--- src/edge_timer_pkg.sv ---
// package: register map, field positions, reset values and timing counts for the edge timer
package edge_timer_pkg;

  // ************************************************************
  // register byte offsets (one aligned word each)
  // ************************************************************
  localparam logic [7:0] OFF_MODE_CONTROL = 8'h00;
  localparam logic [7:0] OFF_FALL_CAPTURE = 8'h04;
  localparam logic [7:0] OFF_RISE_CAPTURE = 8'h08;
  localparam logic [7:0] OFF_CLOCK_STOP = 8'h0C;
  localparam logic [7:0] OFF_PORT_MODE = 8'h10;

  // ************************************************************
  // timer_mode_control field positions
  // ************************************************************
  localparam int BIT_OVF_HIGH = 7;
  localparam int BIT_OVF_LOW = 6;
  localparam int BIT_OVF_IRQ_EN = 5;
  localparam int BIT_IRQ_EDGE = 4;
  localparam int BIT_CLEAR_HI = 3;
  localparam int BIT_CLEAR_LO = 2;
  localparam int BIT_CLOCK_HI = 1;
  localparam int BIT_CLOCK_LO = 0;

  // module_clock_stop: timer run bit
  localparam int BIT_TIMER_RUN = 3;
  // port mode: capture pin select and filter select
  localparam int BIT_CAPTURE_PIN = 0;
  localparam int BIT_FILTER_SEL = 1;

  // ************************************************************
  // reset values
  // ************************************************************
  localparam logic [7:0] RST_MODE_CONTROL = 8'h00;
  localparam logic [7:0] RST_CAPTURE = 8'h00;
  localparam logic [7:0] RST_CLOCK_STOP = 8'hFF;
  localparam logic [7:0] RST_PORT_MODE = 8'h00;
  localparam logic [7:0] RST_COUNTER = 8'h00;

  // ************************************************************
  // timing: prescaler divides and filter length
  // ************************************************************
  localparam int DIV_SYS_64 = 64;
  localparam int DIV_SYS_32 = 32;
  localparam int DIV_SYS_2 = 2;
  localparam int DIV_WATCH_4 = 4;
  localparam int FILTER_STAGES = 5;

  // clock select encodings
  typedef enum logic [1:0] {CLK_DIV64, CLK_DIV32, CLK_DIV2, CLK_WATCH4} clock_sel_t;

endpackage : edge_timer_pkg

--- src/noise_filter.sv ---
// noise filter: five serial sampling latches with an all-agree match detector
`timescale 1ns/1ps
module noise_filter #(
  parameter int STAGES = 5
) (
  // clock and reset
  input wire logic pclk,
  input wire logic presetn,
  // sampling strobe and data
  input wire logic sample_en,
  input wire logic din,
  // filtered level
  output logic dout
);

  // shift chain; reset low so the output stays low until five high samples
  logic [STAGES-1:0] chain_reg;

  // ************************************************************
  // sample chain
  // ************************************************************
  // shift on the selected sampling strobe only
  always_ff @(posedge pclk or negedge presetn)
  begin
    if (!presetn)
      chain_reg <= '0;
    else if (sample_en)
      chain_reg <= {chain_reg[STAGES-2:0], din};
  end

  // ************************************************************
  // match detector
  // ************************************************************
  // output moves only when every latch agrees, else it holds
  always_ff @(posedge pclk or negedge presetn)
  begin
    if (!presetn)
      dout <= 1'b0;
    else if (&chain_reg)
      dout <= 1'b1;
    else if (~|chain_reg)
      dout <= 1'b0;
  end

endmodule : noise_filter

--- src/edge_capture_timer.sv ---
// edge capture timer: apb registers, prescaler, up counter, edge capture and overflow flags
`timescale 1ns/1ps
module edge_capture_timer
  import edge_timer_pkg::*;
#(
  parameter int WIDTH = 8
) (
  // apb clock and reset
  input wire logic pclk,
  input wire logic presetn,
  // apb request
  input wire logic psel,
  input wire logic penable,
  input wire logic pwrite,
  input wire logic [7:0] paddr,
  input wire logic [31:0] pwdata,
  // apb answer
  output logic [31:0] prdata,
  output logic pready,
  output logic pslverr,
  // capture pin and watch clock strobe
  input wire logic capture_pin,
  input wire logic watch_tick,
  // interrupt enable from the cpu side and request out
  input wire logic timer_irq_enable,
  output logic timer_irq_request_flag
);

  import edge_timer_pkg::*;

  // ************************************************************
  // declarations
  // ************************************************************
  logic [7:0] timer_mode_control_reg; // mode control with flags
  logic [7:0] module_clock_stop_reg; // per-module run bits
  logic [7:0] port_mode_reg; // capture pin and filter select
  logic [WIDTH-1:0] falling_edge_capture_reg; // falling capture value
  logic [WIDTH-1:0] rising_edge_capture_reg; // rising capture value
  logic [WIDTH-1:0] up_counter_reg; // hidden counter
  logic [5:0] prescale_reg; // system clock divider
  logic [1:0] watch_div_reg; // watch tick divider
  logic tick; // selected count strobe
  logic sample_en; // filter sampling strobe
  logic filtered; // filter output
  logic level_reg; // last accepted capture level
  logic cur_level; // level entering the edge detector
  logic rise_evt; // detected rising edge
  logic fall_evt; // detected falling edge
  logic wrap_evt; // counter wraps to zero
  logic running; // module out of standby
  logic capture_mode; // capture versus interval
  logic filter_on; // filter selected
  logic wr_en; // apb write access
  logic [1:0] clear_sel; // clear edge field
  clock_sel_t clk_sel; // clock source field
  logic irq_reg; // irq request flag register

  assign running = module_clock_stop_reg[BIT_TIMER_RUN];
  assign capture_mode = port_mode_reg[BIT_CAPTURE_PIN];
  assign filter_on = port_mode_reg[BIT_FILTER_SEL];
  assign clear_sel = timer_mode_control_reg[BIT_CLEAR_HI:BIT_CLEAR_LO];
  assign clk_sel = clock_sel_t'(timer_mode_control_reg[BIT_CLOCK_HI:BIT_CLOCK_LO]);
  assign wr_en = psel && penable && pwrite;

  // divider strobe helper: true when the low bits of a counter are all ones
  function automatic logic div_hit(input logic [5:0] cnt, input int div);
    logic [5:0] mask;
    mask = 6'(div - 1);
    return (cnt & mask) == mask;
  endfunction : div_hit

  // ************************************************************
  // prescaler and clock select
  // ************************************************************
  // free running divider; standby halts it so nothing counts
  always_ff @(posedge pclk or negedge presetn)
  begin
    if (!presetn)
      prescale_reg <= 6'h00;
    else if (running)
      prescale_reg <= prescale_reg + 6'h01;
  end

  // watch ticks are assumed already synchronous one-cycle strobes
  always_ff @(posedge pclk or negedge presetn)
  begin
    if (!presetn)
      watch_div_reg <= 2'h0;
    else if (running && watch_tick)
      watch_div_reg <= watch_div_reg + 2'h1;
  end

  // pick the increment source
  always_comb
  begin
    tick = 1'b0;
    unique case (clk_sel)
      CLK_DIV64: tick = div_hit(prescale_reg, DIV_SYS_64);
      CLK_DIV32: tick = div_hit(prescale_reg, DIV_SYS_32);
      CLK_DIV2: tick = div_hit(prescale_reg, DIV_SYS_2);
      CLK_WATCH4: tick = watch_tick && (watch_div_reg == 2'(DIV_WATCH_4 - 1));
    endcase
    tick = tick && running;
  end

  // system clock when filter off, counter clock when on
  assign sample_en = running && (filter_on ? tick : 1'b1);

  // ************************************************************
  // noise filter and edge detection
  // ************************************************************
  noise_filter #(
    .STAGES(FILTER_STAGES)
  ) u_filter (
    .pclk(pclk),
    .presetn(presetn),
    .sample_en(sample_en),
    .din(capture_pin),
    .dout(filtered)
  );

  // bypass takes the raw pin; the source must then hold levels one clock
  assign cur_level = filter_on ? filtered : capture_pin;

  // last level; switching filter select may show as an edge, accepted
  always_ff @(posedge pclk or negedge presetn)
  begin
    if (!presetn)
      level_reg <= 1'b0;
    else if (running)
      level_reg <= cur_level;
  end

  // edges only count in capture mode and out of standby
  assign rise_evt = running && capture_mode && cur_level && !level_reg;
  assign fall_evt = running && capture_mode && !cur_level && level_reg;
  assign wrap_evt = tick && (up_counter_reg == {WIDTH{1'b1}});

  // ************************************************************
  // counter
  // ************************************************************
  // count up, clearing on the chosen edges
  always_ff @(posedge pclk or negedge presetn)
  begin
    if (!presetn)
      up_counter_reg <= RST_COUNTER;
    else if ((fall_evt && clear_sel[0]) || (rise_evt && clear_sel[1]))
      up_counter_reg <= RST_COUNTER;
    else if (tick)
      up_counter_reg <= up_counter_reg + 1'b1;
  end

  // ************************************************************
  // capture registers
  // ************************************************************
  // the old counter value is taken before any clear lands
  always_ff @(posedge pclk or negedge presetn)
  begin
    if (!presetn)
      falling_edge_capture_reg <= RST_CAPTURE;
    else if (fall_evt)
      falling_edge_capture_reg <= up_counter_reg;
  end

  // rising edge copy
  always_ff @(posedge pclk or negedge presetn)
  begin
    if (!presetn)
      rising_edge_capture_reg <= RST_CAPTURE;
    else if (rise_evt)
      rising_edge_capture_reg <= up_counter_reg;
  end

  // ************************************************************
  // mode control register and overflow flags
  // ************************************************************
  // flags: writing one does nothing, zero clears, a fresh set beats the clear
  always_ff @(posedge pclk or negedge presetn)
  begin
    if (!presetn)
      timer_mode_control_reg <= RST_MODE_CONTROL;
    else
    begin
      if (wr_en && paddr == OFF_MODE_CONTROL)
      begin
        timer_mode_control_reg[5:0] <= pwdata[5:0];
        if (!pwdata[BIT_OVF_HIGH])
          timer_mode_control_reg[BIT_OVF_HIGH] <= 1'b0;
        if (!pwdata[BIT_OVF_LOW])
          timer_mode_control_reg[BIT_OVF_LOW] <= 1'b0;
      end
      if (wrap_evt && capture_mode && cur_level)
        timer_mode_control_reg[BIT_OVF_HIGH] <= 1'b1;
      if (wrap_evt && (!capture_mode || !cur_level))
        timer_mode_control_reg[BIT_OVF_LOW] <= 1'b1;
    end
  end

  // ************************************************************
  // clock stop and port mode registers
  // ************************************************************
  // all bits stored; only the timer run bit steers this block
  always_ff @(posedge pclk or negedge presetn)
  begin
    if (!presetn)
      module_clock_stop_reg <= RST_CLOCK_STOP;
    else if (wr_en && paddr == OFF_CLOCK_STOP)
      module_clock_stop_reg <= pwdata[7:0];
  end

  // capture pin select and filter select
  always_ff @(posedge pclk or negedge presetn)
  begin
    if (!presetn)
      port_mode_reg <= RST_PORT_MODE;
    else if (wr_en && paddr == OFF_PORT_MODE)
      port_mode_reg <= {6'h00, pwdata[1:0]};
  end

  // ************************************************************
  // interrupt request flag
  // ************************************************************
  // sets on the chosen capture edge or enabled overflow, but only while the
  // cpu-side enable is high, and clears on the next clock as a one-cycle pulse,
  // since the request register itself lives outside this block
  always_ff @(posedge pclk or negedge presetn)
  begin
    if (!presetn)
      irq_reg <= 1'b0;
    else
      irq_reg <= timer_irq_enable &&
        ((timer_mode_control_reg[BIT_IRQ_EDGE] ? fall_evt : rise_evt) ||
         (wrap_evt && timer_mode_control_reg[BIT_OVF_IRQ_EN]));
  end

  assign timer_irq_request_flag = irq_reg;

  // ************************************************************
  // apb slave
  // ************************************************************
  // zero wait states: pready is a registered copy of the setup phase
  always_ff @(posedge pclk or negedge presetn)
  begin
    if (!presetn)
      pready <= 1'b0;
    else
      pready <= psel && !penable;
  end

  // unmapped addresses answer with an error and zero data
  always_ff @(posedge pclk or negedge presetn)
  begin
    if (!presetn)
      pslverr <= 1'b0;
    else if (psel && !penable)
      pslverr <= !(paddr == OFF_MODE_CONTROL || paddr == OFF_FALL_CAPTURE ||
                   paddr == OFF_RISE_CAPTURE || paddr == OFF_CLOCK_STOP ||
                   paddr == OFF_PORT_MODE);
    else
      pslverr <= 1'b0;
  end

  // read data latched in setup, stable through the access phase
  always_ff @(posedge pclk or negedge presetn)
  begin
    if (!presetn)
      prdata <= 32'h00000000;
    else if (psel && !penable && !pwrite)
    begin
      unique case (paddr)
        OFF_MODE_CONTROL: prdata <= {24'h000000, timer_mode_control_reg};
        OFF_FALL_CAPTURE: prdata <= {24'h000000, falling_edge_capture_reg};
        OFF_RISE_CAPTURE: prdata <= {24'h000000, rising_edge_capture_reg};
        OFF_CLOCK_STOP: prdata <= {24'h000000, module_clock_stop_reg};
        OFF_PORT_MODE: prdata <= {24'h000000, port_mode_reg};
        default: prdata <= 32'h00000000;
      endcase
    end
  end

endmodule : edge_capture_timer

--- config.mk ---
export PLATFORM = sky130hd
export DESIGN_NAME = edge_capture_timer
export DESIGN_NICKNAME = d
export VERILOG_FILES = /design/src/edge_timer_pkg.sv /design/src/noise_filter.sv /design/src/edge_capture_timer.sv
export SDC_FILE = /design/constraint.sdc
export NUM_CORES = 1
export LEC_CHECK = 0
export BUFFER_PORTS_ARGS = -buffer_cell sky130_fd_sc_hd__clkbuf_2
export CAP_MARGIN = 20
export CORE_AREA = 2 2 92 94
export DETAILED_ROUTE_END_ITERATION = 12
export DIE_AREA = 0 0 94 96
export PLACE_DENSITY = 0.65
export SYNTH_ARGS = -nofsm -noshare
export SYNTH_HDL_FRONTEND = slang
export SYNTH_SLANG_ARGS = --single-unit
--- constraint.sdc ---
create_clock -name pclk -period 4.3 [get_ports pclk]
set_input_delay 0.86 -clock pclk [delete_from_list [all_inputs] [get_ports pclk]]
set_output_delay 0.86 -clock pclk [all_outputs]
set_load 0.1 [all_outputs]
==> impl_metrics.py, run 1 <==
metrics = {
    "run_status": {
        "status": "finished clean",
    },
    "cells_and_area": {
        "fillers": 756,
        "drive_gt1_share_pct": 28.5,
        "layout.cells.non_filler": 460,
        "nets": 402,
        "final_cell_mix": "60 x dfrtp_1, 49 x nand2_1, 33 x clkbuf_2",
        "layout_commonest_cell": "dfrtp_1",
        "utilization_pct": 48.1,
        "area_growth_pct": 11.0,
        "antennaDiodeCount": 0,
    },
    "synth": {
        "yosysUniqueCellTypes": 47,
        "yosysTopAreaCellShare_pct": 43.0,
        "synth_edf_count": 0,
        "synth_seq_cells": 68,
        "async_flop_share_pct": 100,
        "synth_area_mm2": 0.00349,
        "synth_top_flop_cell": "dfrtp_1",
        "syn_inst": 313,
        "ys_seq_area_share_pct": 49.0,
        "ys_warn_count": 0,
        "ys_top_cells_by_area": "dfrtp_1 43%, mux2_2 9.0%, dfstp_2 6.0%",
        "yosys.area.top_type": "dfrtp_1",
        "synth_area_per_cell_um2": 11.2,
    },
    "sta": {
        "period_minus_slack_ps": 2430,
        "worstMarginPinSlew_ps": 838,
        "fin_skew_ps": 11.8,
        "fin_hold_ws_ps": 475,
        "timing.fmax_ghz": 0.412,
        "rsz0062_at_grt": "no",
        "post-route-period-util_pct": 56.4,
        "hold_violations": 0,
        "setup_violations": 0,
        "relSlewSlack_pct": 43.2,
        "slew_violations": 0,
        "setup_tns_ps": 0,
    },
    "cts": {
        "cts_resized": 0,
        "cts-root-buf": "clkbuf_8",
        "clk_latency_ps": 340,
        "cts_buffers": 9,
        "htree_levels": 3,
        "cts_setup_buffers": 0,
        "hold_buffers": 0,
        "cts_tree": "built",
        "cts.reportedPaths.clkPinSlew_ps": 70,
        "cts_max_path_buffers": 2,
        "cts.sinks": 68,
    },
    "global_routing": {
        "grt_overflow": 0,
        "grt_max_degree": 44,
        "grt_pass1_vias": 2323,
        "grt_usage_pct": 16.7,
        "antenna_found_initial": 0,
        "grt_pass1_wl_mm": 11.4,
    },
    "critical_path": {
        "start_kind": "input pin",
        "crit_fanout": 8,
        "crit_required_ps": 4570,
        "end_kind": "flip-flop",
        "crit_arrival_ps": 2700,
        "r2r_cells": 7,
        "crit_type": "input pin to flip-flop",
    },
    "route": {
        "wire_per_inst_um": 15.0,
        "vias": 2450,
        "avgViaCountPerCell": 5.33,
        "ant_nets": 0,
        "drcViolationCount": 0,
        "wirelength_mm": 6.92,
        "drt_iter0_drc": 140,
        "first_pass_iters": 4,
    },
    "place": {
        "placed_cells": 444,
        "io_buffers": 34,
        "dp_hpwl_mm": 5.05,
        "place.gp.congestion": 0.815,
    },
    "floorplanning": {
        "io_pins": 83,
        "initial_core_util_pct": 43.4,
        "die_w_um": 94,
        "die_y_um": 96,
        "fp-row-count": 33,
        "core_area_mm2": 0.00805,
        "die_area_mm2": 0.00902,
    },
    "pwr": {
        "finalPower_uw": 1460,
        "peakVddDrop_mv": 0.161,
        "leakagePower_uw": 0.00179,
        "powerDensity_mw_per_mm2": 376,
    },
    "worst_hold_path": {
        "holdPathStages": 2,
        "hold_class": "flip-flop to flip-flop",
    },
    "flow_run": {
        "max_cap_violations": 0,
    },
}
==> final cells by class <==
class                      count  area, um^2  share of cell area (%)
sequential                    68        1710                    44.2
clock inverter                 5        77.6                    2.00
inverter                       2        7.51                   0.194
tap                          105         131                    3.39
multi-input combinational    233        1630                    42.1
timing repair buffer          36         185                    4.78
clock buffer                  11         131                    3.39
==> synthesized netlist by cell type (3+ instances only) <==
cell	count
a21oi_1	14
and2_1	3
and3_1	4
buf_2	4
buf_4	24
clkbuf_1	4
dfrtp_1	60
dfstp_2	8
ha_1	4
mux2_2	28
mux2i_1	3
mux4_2	8
nand2_1	49
nand3_1	14
nand3b_1	4
nand4_1	9
nor2_1	5
nor2b_1	9
nor4_1	3
o211ai_1	5
o21ai_0	11
o31ai_1	4
or4_1	5
xnor2_1	3
==> metal layers <==
metal  GRT usage [%]  share of wire [%]
met1            22.0                 46
met4            5.19               0.92
met5               0                  0
met3            4.31                4.7
met2            27.1                 49
==> worst max-delay path, cell delays in order <==
cell	delay, ps
clkbuf_2	80
or4_4	560
nor4_4	300
and3_1	490
mux2_2	400
==> metrics by stage <==
step / cell area, um^2 / setup WS, ps
floorplan: 3580 / 1880
global placement: 3670 / 1500
detailed placement: 3670 / 1490
CTS: 3880 / 1860
global route: 3880 / 1770
finish: 3880 / 1870
==> final timing paths <==
path / startpoint / end / slack [ps]
setup / recovery: paddr[1] / module_clock_stop_reg[1] / 1870
hold / removal: falling_edge_capture_reg[3] / falling_edge_capture_reg[3] / 470
setup reg to reg: prescale_reg[0] / timer_mode_control_reg[6] / 1970
hold reg to reg: falling_edge_capture_reg[3] / falling_edge_capture_reg[3] / 470
max in group asynchronous: presetn / module_clock_stop_reg[1] / 2820
min in group asynchronous: presetn / falling_edge_capture_reg[2] / 510
==> logic make-up (layout without fill, tap and decap cells) <==
kind of cell	count (synthesis)	in the layout	synth area share [%]
AOI/OAI and AO/OA	46	46	8.75
xor gates and xnor gates	5	5	1.25
adders and majority gates	4	4	1.43
buffers and inverters	35	54	6.70
DFF	68	68	49.0
muxes	39	39	15.1
other	1	24	0.107
and+or+nand+nor	115	115	17.7
==> power by group <==
group          internal [uW]  switching (uW)  total (uW)  leakage (uW)
sequential               669            34.5         704      0.000895
clock                    325             234         559      0.000103
combinational           44.6             152         196      0.000789
Note: power is estimated with default switching activity, not from simulation.
==> inputs of run 2 (changes only) <==
--- a/config.mk
+++ b/config.mk
@@ -5,11 +5,12 @@
 export SDC_FILE = /design/constraint.sdc
 export NUM_CORES = 1
 export LEC_CHECK = 0
+export ABC_AREA = 1
 export BUFFER_PORTS_ARGS = -buffer_cell sky130_fd_sc_hd__clkbuf_2
 export CAP_MARGIN = 20
-export CORE_AREA = 2 2 92 94
+export CORE_AREA = 2 2 93 95
 export DETAILED_ROUTE_END_ITERATION = 12
-export DIE_AREA = 0 0 94 96
+export DIE_AREA = 0 0 95 97
 export PLACE_DENSITY = 0.65
 export SYNTH_ARGS = -nofsm -noshare
 export SYNTH_HDL_FRONTEND = slang
==> constraint.sdc (replaced) <==
create_clock -name pclk -period 2.4 [get_ports pclk]
set_input_delay 0.48 -clock pclk [delete_from_list [all_inputs] [get_ports pclk]]
set_output_delay 0.48 -clock pclk [all_outputs]
set_load 0.1 [all_outputs]
==> run 2 against run 1 <==
Effect of this change:
- core utilization grew 0.51 points
- clock power is 68% higher
- die area grew 2.1%
- highest routed layer unchanged
- synthesized area is 2.2% higher
- critical path depth up 4
- clock skew is 2.3 ps lower
- register-to-register slack lost 1400 ps
- via count rose by 16%
- first-iteration DRC count is 17% lower
- final cell count is 26% higher
- sequential power increased by 110%
- hold slack got worse by 380 ps
==> impl_metrics.py, run 2 <==
metrics = {
    "run_status": {
        "status": "finished clean",
    },
    "floorplanning": {
        "die_area_mm2": 0.00922,
        "die_y_um": 97,
        "die_w_um": 95,
        "initial_core_util_pct": 43.9,
        "fp-row-count": 33,
        "core_area_mm2": 0.00813,
        "io_pins": 83,
    },
    "cells_and_area": {
        "area_growth_pct": 10.9,
        "utilization_pct": 48.7,
        "layout_commonest_cell": "nand2_1",
        "fin_area_mm2": 0.00396,
        "nets": 520,
        "drive_gt1_share_pct": 20.3,
        "fillers": 798,
        "final_cell_mix": "119 x nand2_1, 60 x dfrtp_1, 43 x nand3_1",
        "antennaDiodeCount": 0,
    },
    "route": {
        "first_pass_iters": 5,
        "ant_nets": 0,
        "wirelength_mm": 7.61,
        "drcViolationCount": 0,
        "avgViaCountPerCell": 4.92,
        "vias": 2843,
        "wire_per_inst_um": 13.2,
        "drt_iter0_drc": 116,
    },
    "pwr": {
        "leakagePower_uw": 0.00202,
        "powerDensity_mw_per_mm2": 808,
        "peakVddDrop_mv": 0.356,
        "finalPower_uw": 3200,
    },
    "cts": {
        "cts_max_path_buffers": 2,
        "cts-root-buf": "clkbuf_8",
        "cts.reportedPaths.clkPinSlew_ps": 80,
        "cts_resized": 0,
        "cts_buffers": 9,
        "hold_buffers": 0,
        "cts.sinks": 68,
        "cts_tree": "built",
        "cts_setup_buffers": 0,
        "htree_levels": 3,
        "clk_latency_ps": 350,
    },
    "synth": {
        "ys_top_cells_by_area": "dfrtp_1 42%, nand2_1 13%, nand3_1 6.0%",
        "yosys.area.top_type": "dfrtp_1",
        "synth_common_cells": "119 x nand2_1, 60 x dfrtp_1, 43 x nand3_1",
        "ys_seq_area_share_pct": 48.0,
        "yosys.area_share.simple_pct": 29.0,
        "yosysUniqueCellTypes": 35,
        "synth_area_mm2": 0.00357,
        "ys_warn_count": 0,
        "synth_top_family_by_area": "simple AND/OR/NAND/NOR gates",
        "synth_fa_ha_area_share_pct": 1.40,
        "async_flop_share_pct": 100,
        "synth_edf_count": 0,
        "synth_area_per_cell_um2": 8.34,
        "yosysMostFrequentCell": "nand2_1",
        "syn_inst": 428,
        "synth_seq_cells": 68,
        "synth_xor_xnor_area_share_pct": 2.45,
        "synth.area.mux_share_pct": 0.316,
        "yosysTopAreaCellShare_pct": 42.1,
        "synth_compound_area_share_pct": 8.03,
        "synth_top_flop_cell": "dfrtp_1",
    },
    "sta": {
        "rsz0062_at_grt": "no",
        "relSlewSlack_pct": 58.7,
        "period_minus_slack_ps": 1840,
        "slew_violations": 0,
        "post-route-period-util_pct": 76.7,
        "timing.fmax_ghz": 0.543,
        "worstMarginPinSlew_ps": 618,
        "fin_skew_ps": 9.50,
        "hold_violations": 0,
        "setup_tns_ps": 0,
        "setup_violations": 0,
    },
    "global_routing": {
        "grt_max_degree": 29,
        "grt_pass1_vias": 2650,
        "grt_overflow": 0,
        "grt_usage_pct": 17.4,
        "grt_pass1_wl_mm": 12.7,
        "antenna_found_initial": 0,
    },
    "critical_path": {
        "crit_path_frequent_cell": "nand2_1",
        "critPathBufInv": 0,
        "start_kind": "flip-flop",
        "critPathTopFamily": "simple AND/OR/NAND/NOR gates",
        "crit_type": "flip-flop to flip-flop",
        "crit_arrival_ps": 2110,
        "r2r-start": "prescale_reg[0]",
        "reg2reg_slack_ps": 560,
        "crit_fanout": 6,
        "slowest_stage": "dfrtp_1",
        "crit_path_max_incr_delay_ps": 420,
        "end_kind": "flip-flop",
        "crit_required_ps": 2670,
        "r2r_cells": 9,
        "r2r-end": "timer_mode_control_reg[7]",
        "cp_cell_sequence": "ha_1 > and3_1 > ha_1 > nand2_1 > nand3_1 > nand2_1 > nor2_1 > nand2_1 > o21ai_0",
    },
    "place": {
        "postPlaceCellArea_mm2": 0.00376,
        "place.gp.congestion": 0.817,
        "dp_hpwl_mm": 5.58,
        "io_buffers": 34,
    },
    "flow_run": {
        "max_cap_violations": 0,
    },
    "worst_hold_path": {
        "hold_class": "input pin to asynchronous set/reset pin",
    },
}
[run 2: cell count changes in the layout (fill, tap and decap cells not counted), sizes merged, moves of 6 or more]
cell   change
or4        -6
mux4       -8
mux2      -27
nor2      +27
a21oi      -8
nor2b      -9
inv       +39
xor2       +7
o21ai     +29
nand3     +30
nand2     +77
[run 2: area by class of cell]
| cell class | instances | area, um^2 | share of cell area (%) |
|---|---|---|---|
| multi-input cells | 311 | 1560 | 39.4 |
| flip-flops and latches | 68 | 1710 | 43.2 |
| clock buffers | 10 | 128 | 3.22 |
| repair buffers | 37 | 205 | 5.18 |
| clock inverters | 6 | 65.1 | 1.64 |
| well taps | 105 | 131 | 3.32 |
| inverters | 41 | 156 | 3.95 |
[run 2: how the worst max path moves through the flow]
stage / start / endpoint / cells after the start
global route: prescale_reg[0] / timer_mode_control_reg[7] / 9
detailed placement: prescale_reg[0] / u_filter.chain_reg[1] / 9
floorplan: prescale_reg[0] / u_filter.chain_reg[1] / 9
CTS: prescale_reg[0] / u_filter.chain_reg[1] / 9
finish: prescale_reg[0] / timer_mode_control_reg[7] / 9
global placement: prescale_reg[0] / timer_mode_control_reg[7] / 9
[run 2: kinds of logic (layout without fill, tap and decap cells)]
family,after synthesis,count (layout)
xor+xnor,10,10
buf+inv,72,94
flops,68,68
other cells,1,24
compound gates,48,48
mux,1,1
simple gates,224,224
fa+ha+maj,4,4
[run 2: where the power goes]
part | internal, uW | leakage (uW) | switching, uW
Clock | 478 | 0.0000845 | 459
Combinational | 225 | 0.00108 | 561
Sequential | 1320 | 0.000858 | 153
Total | 2030 | 0.00202 | 1170
[run 2: per-stage QoR]
step	worst slack (ps)	hold slack [ps]	instances
2_1_floorplan	765	184	451
3_3_place_gp	589	457	562
3_5_place_dp	566	466	562
4_1_cts	553	107	578
5_1_grt	382	130	578
6_report	559	93.5	578
[run 2: per-layer routing]
metal	share of wire, %	vias up	GRT usage [%]	wire [um]
met3	4.6	18	3.43	348
met5	0	-	0	0
met1	47	1326	23.9	3600
met4	2.6	0	7.69	199
met2	45	85	26.5	3460
li1	-	1414	-	-
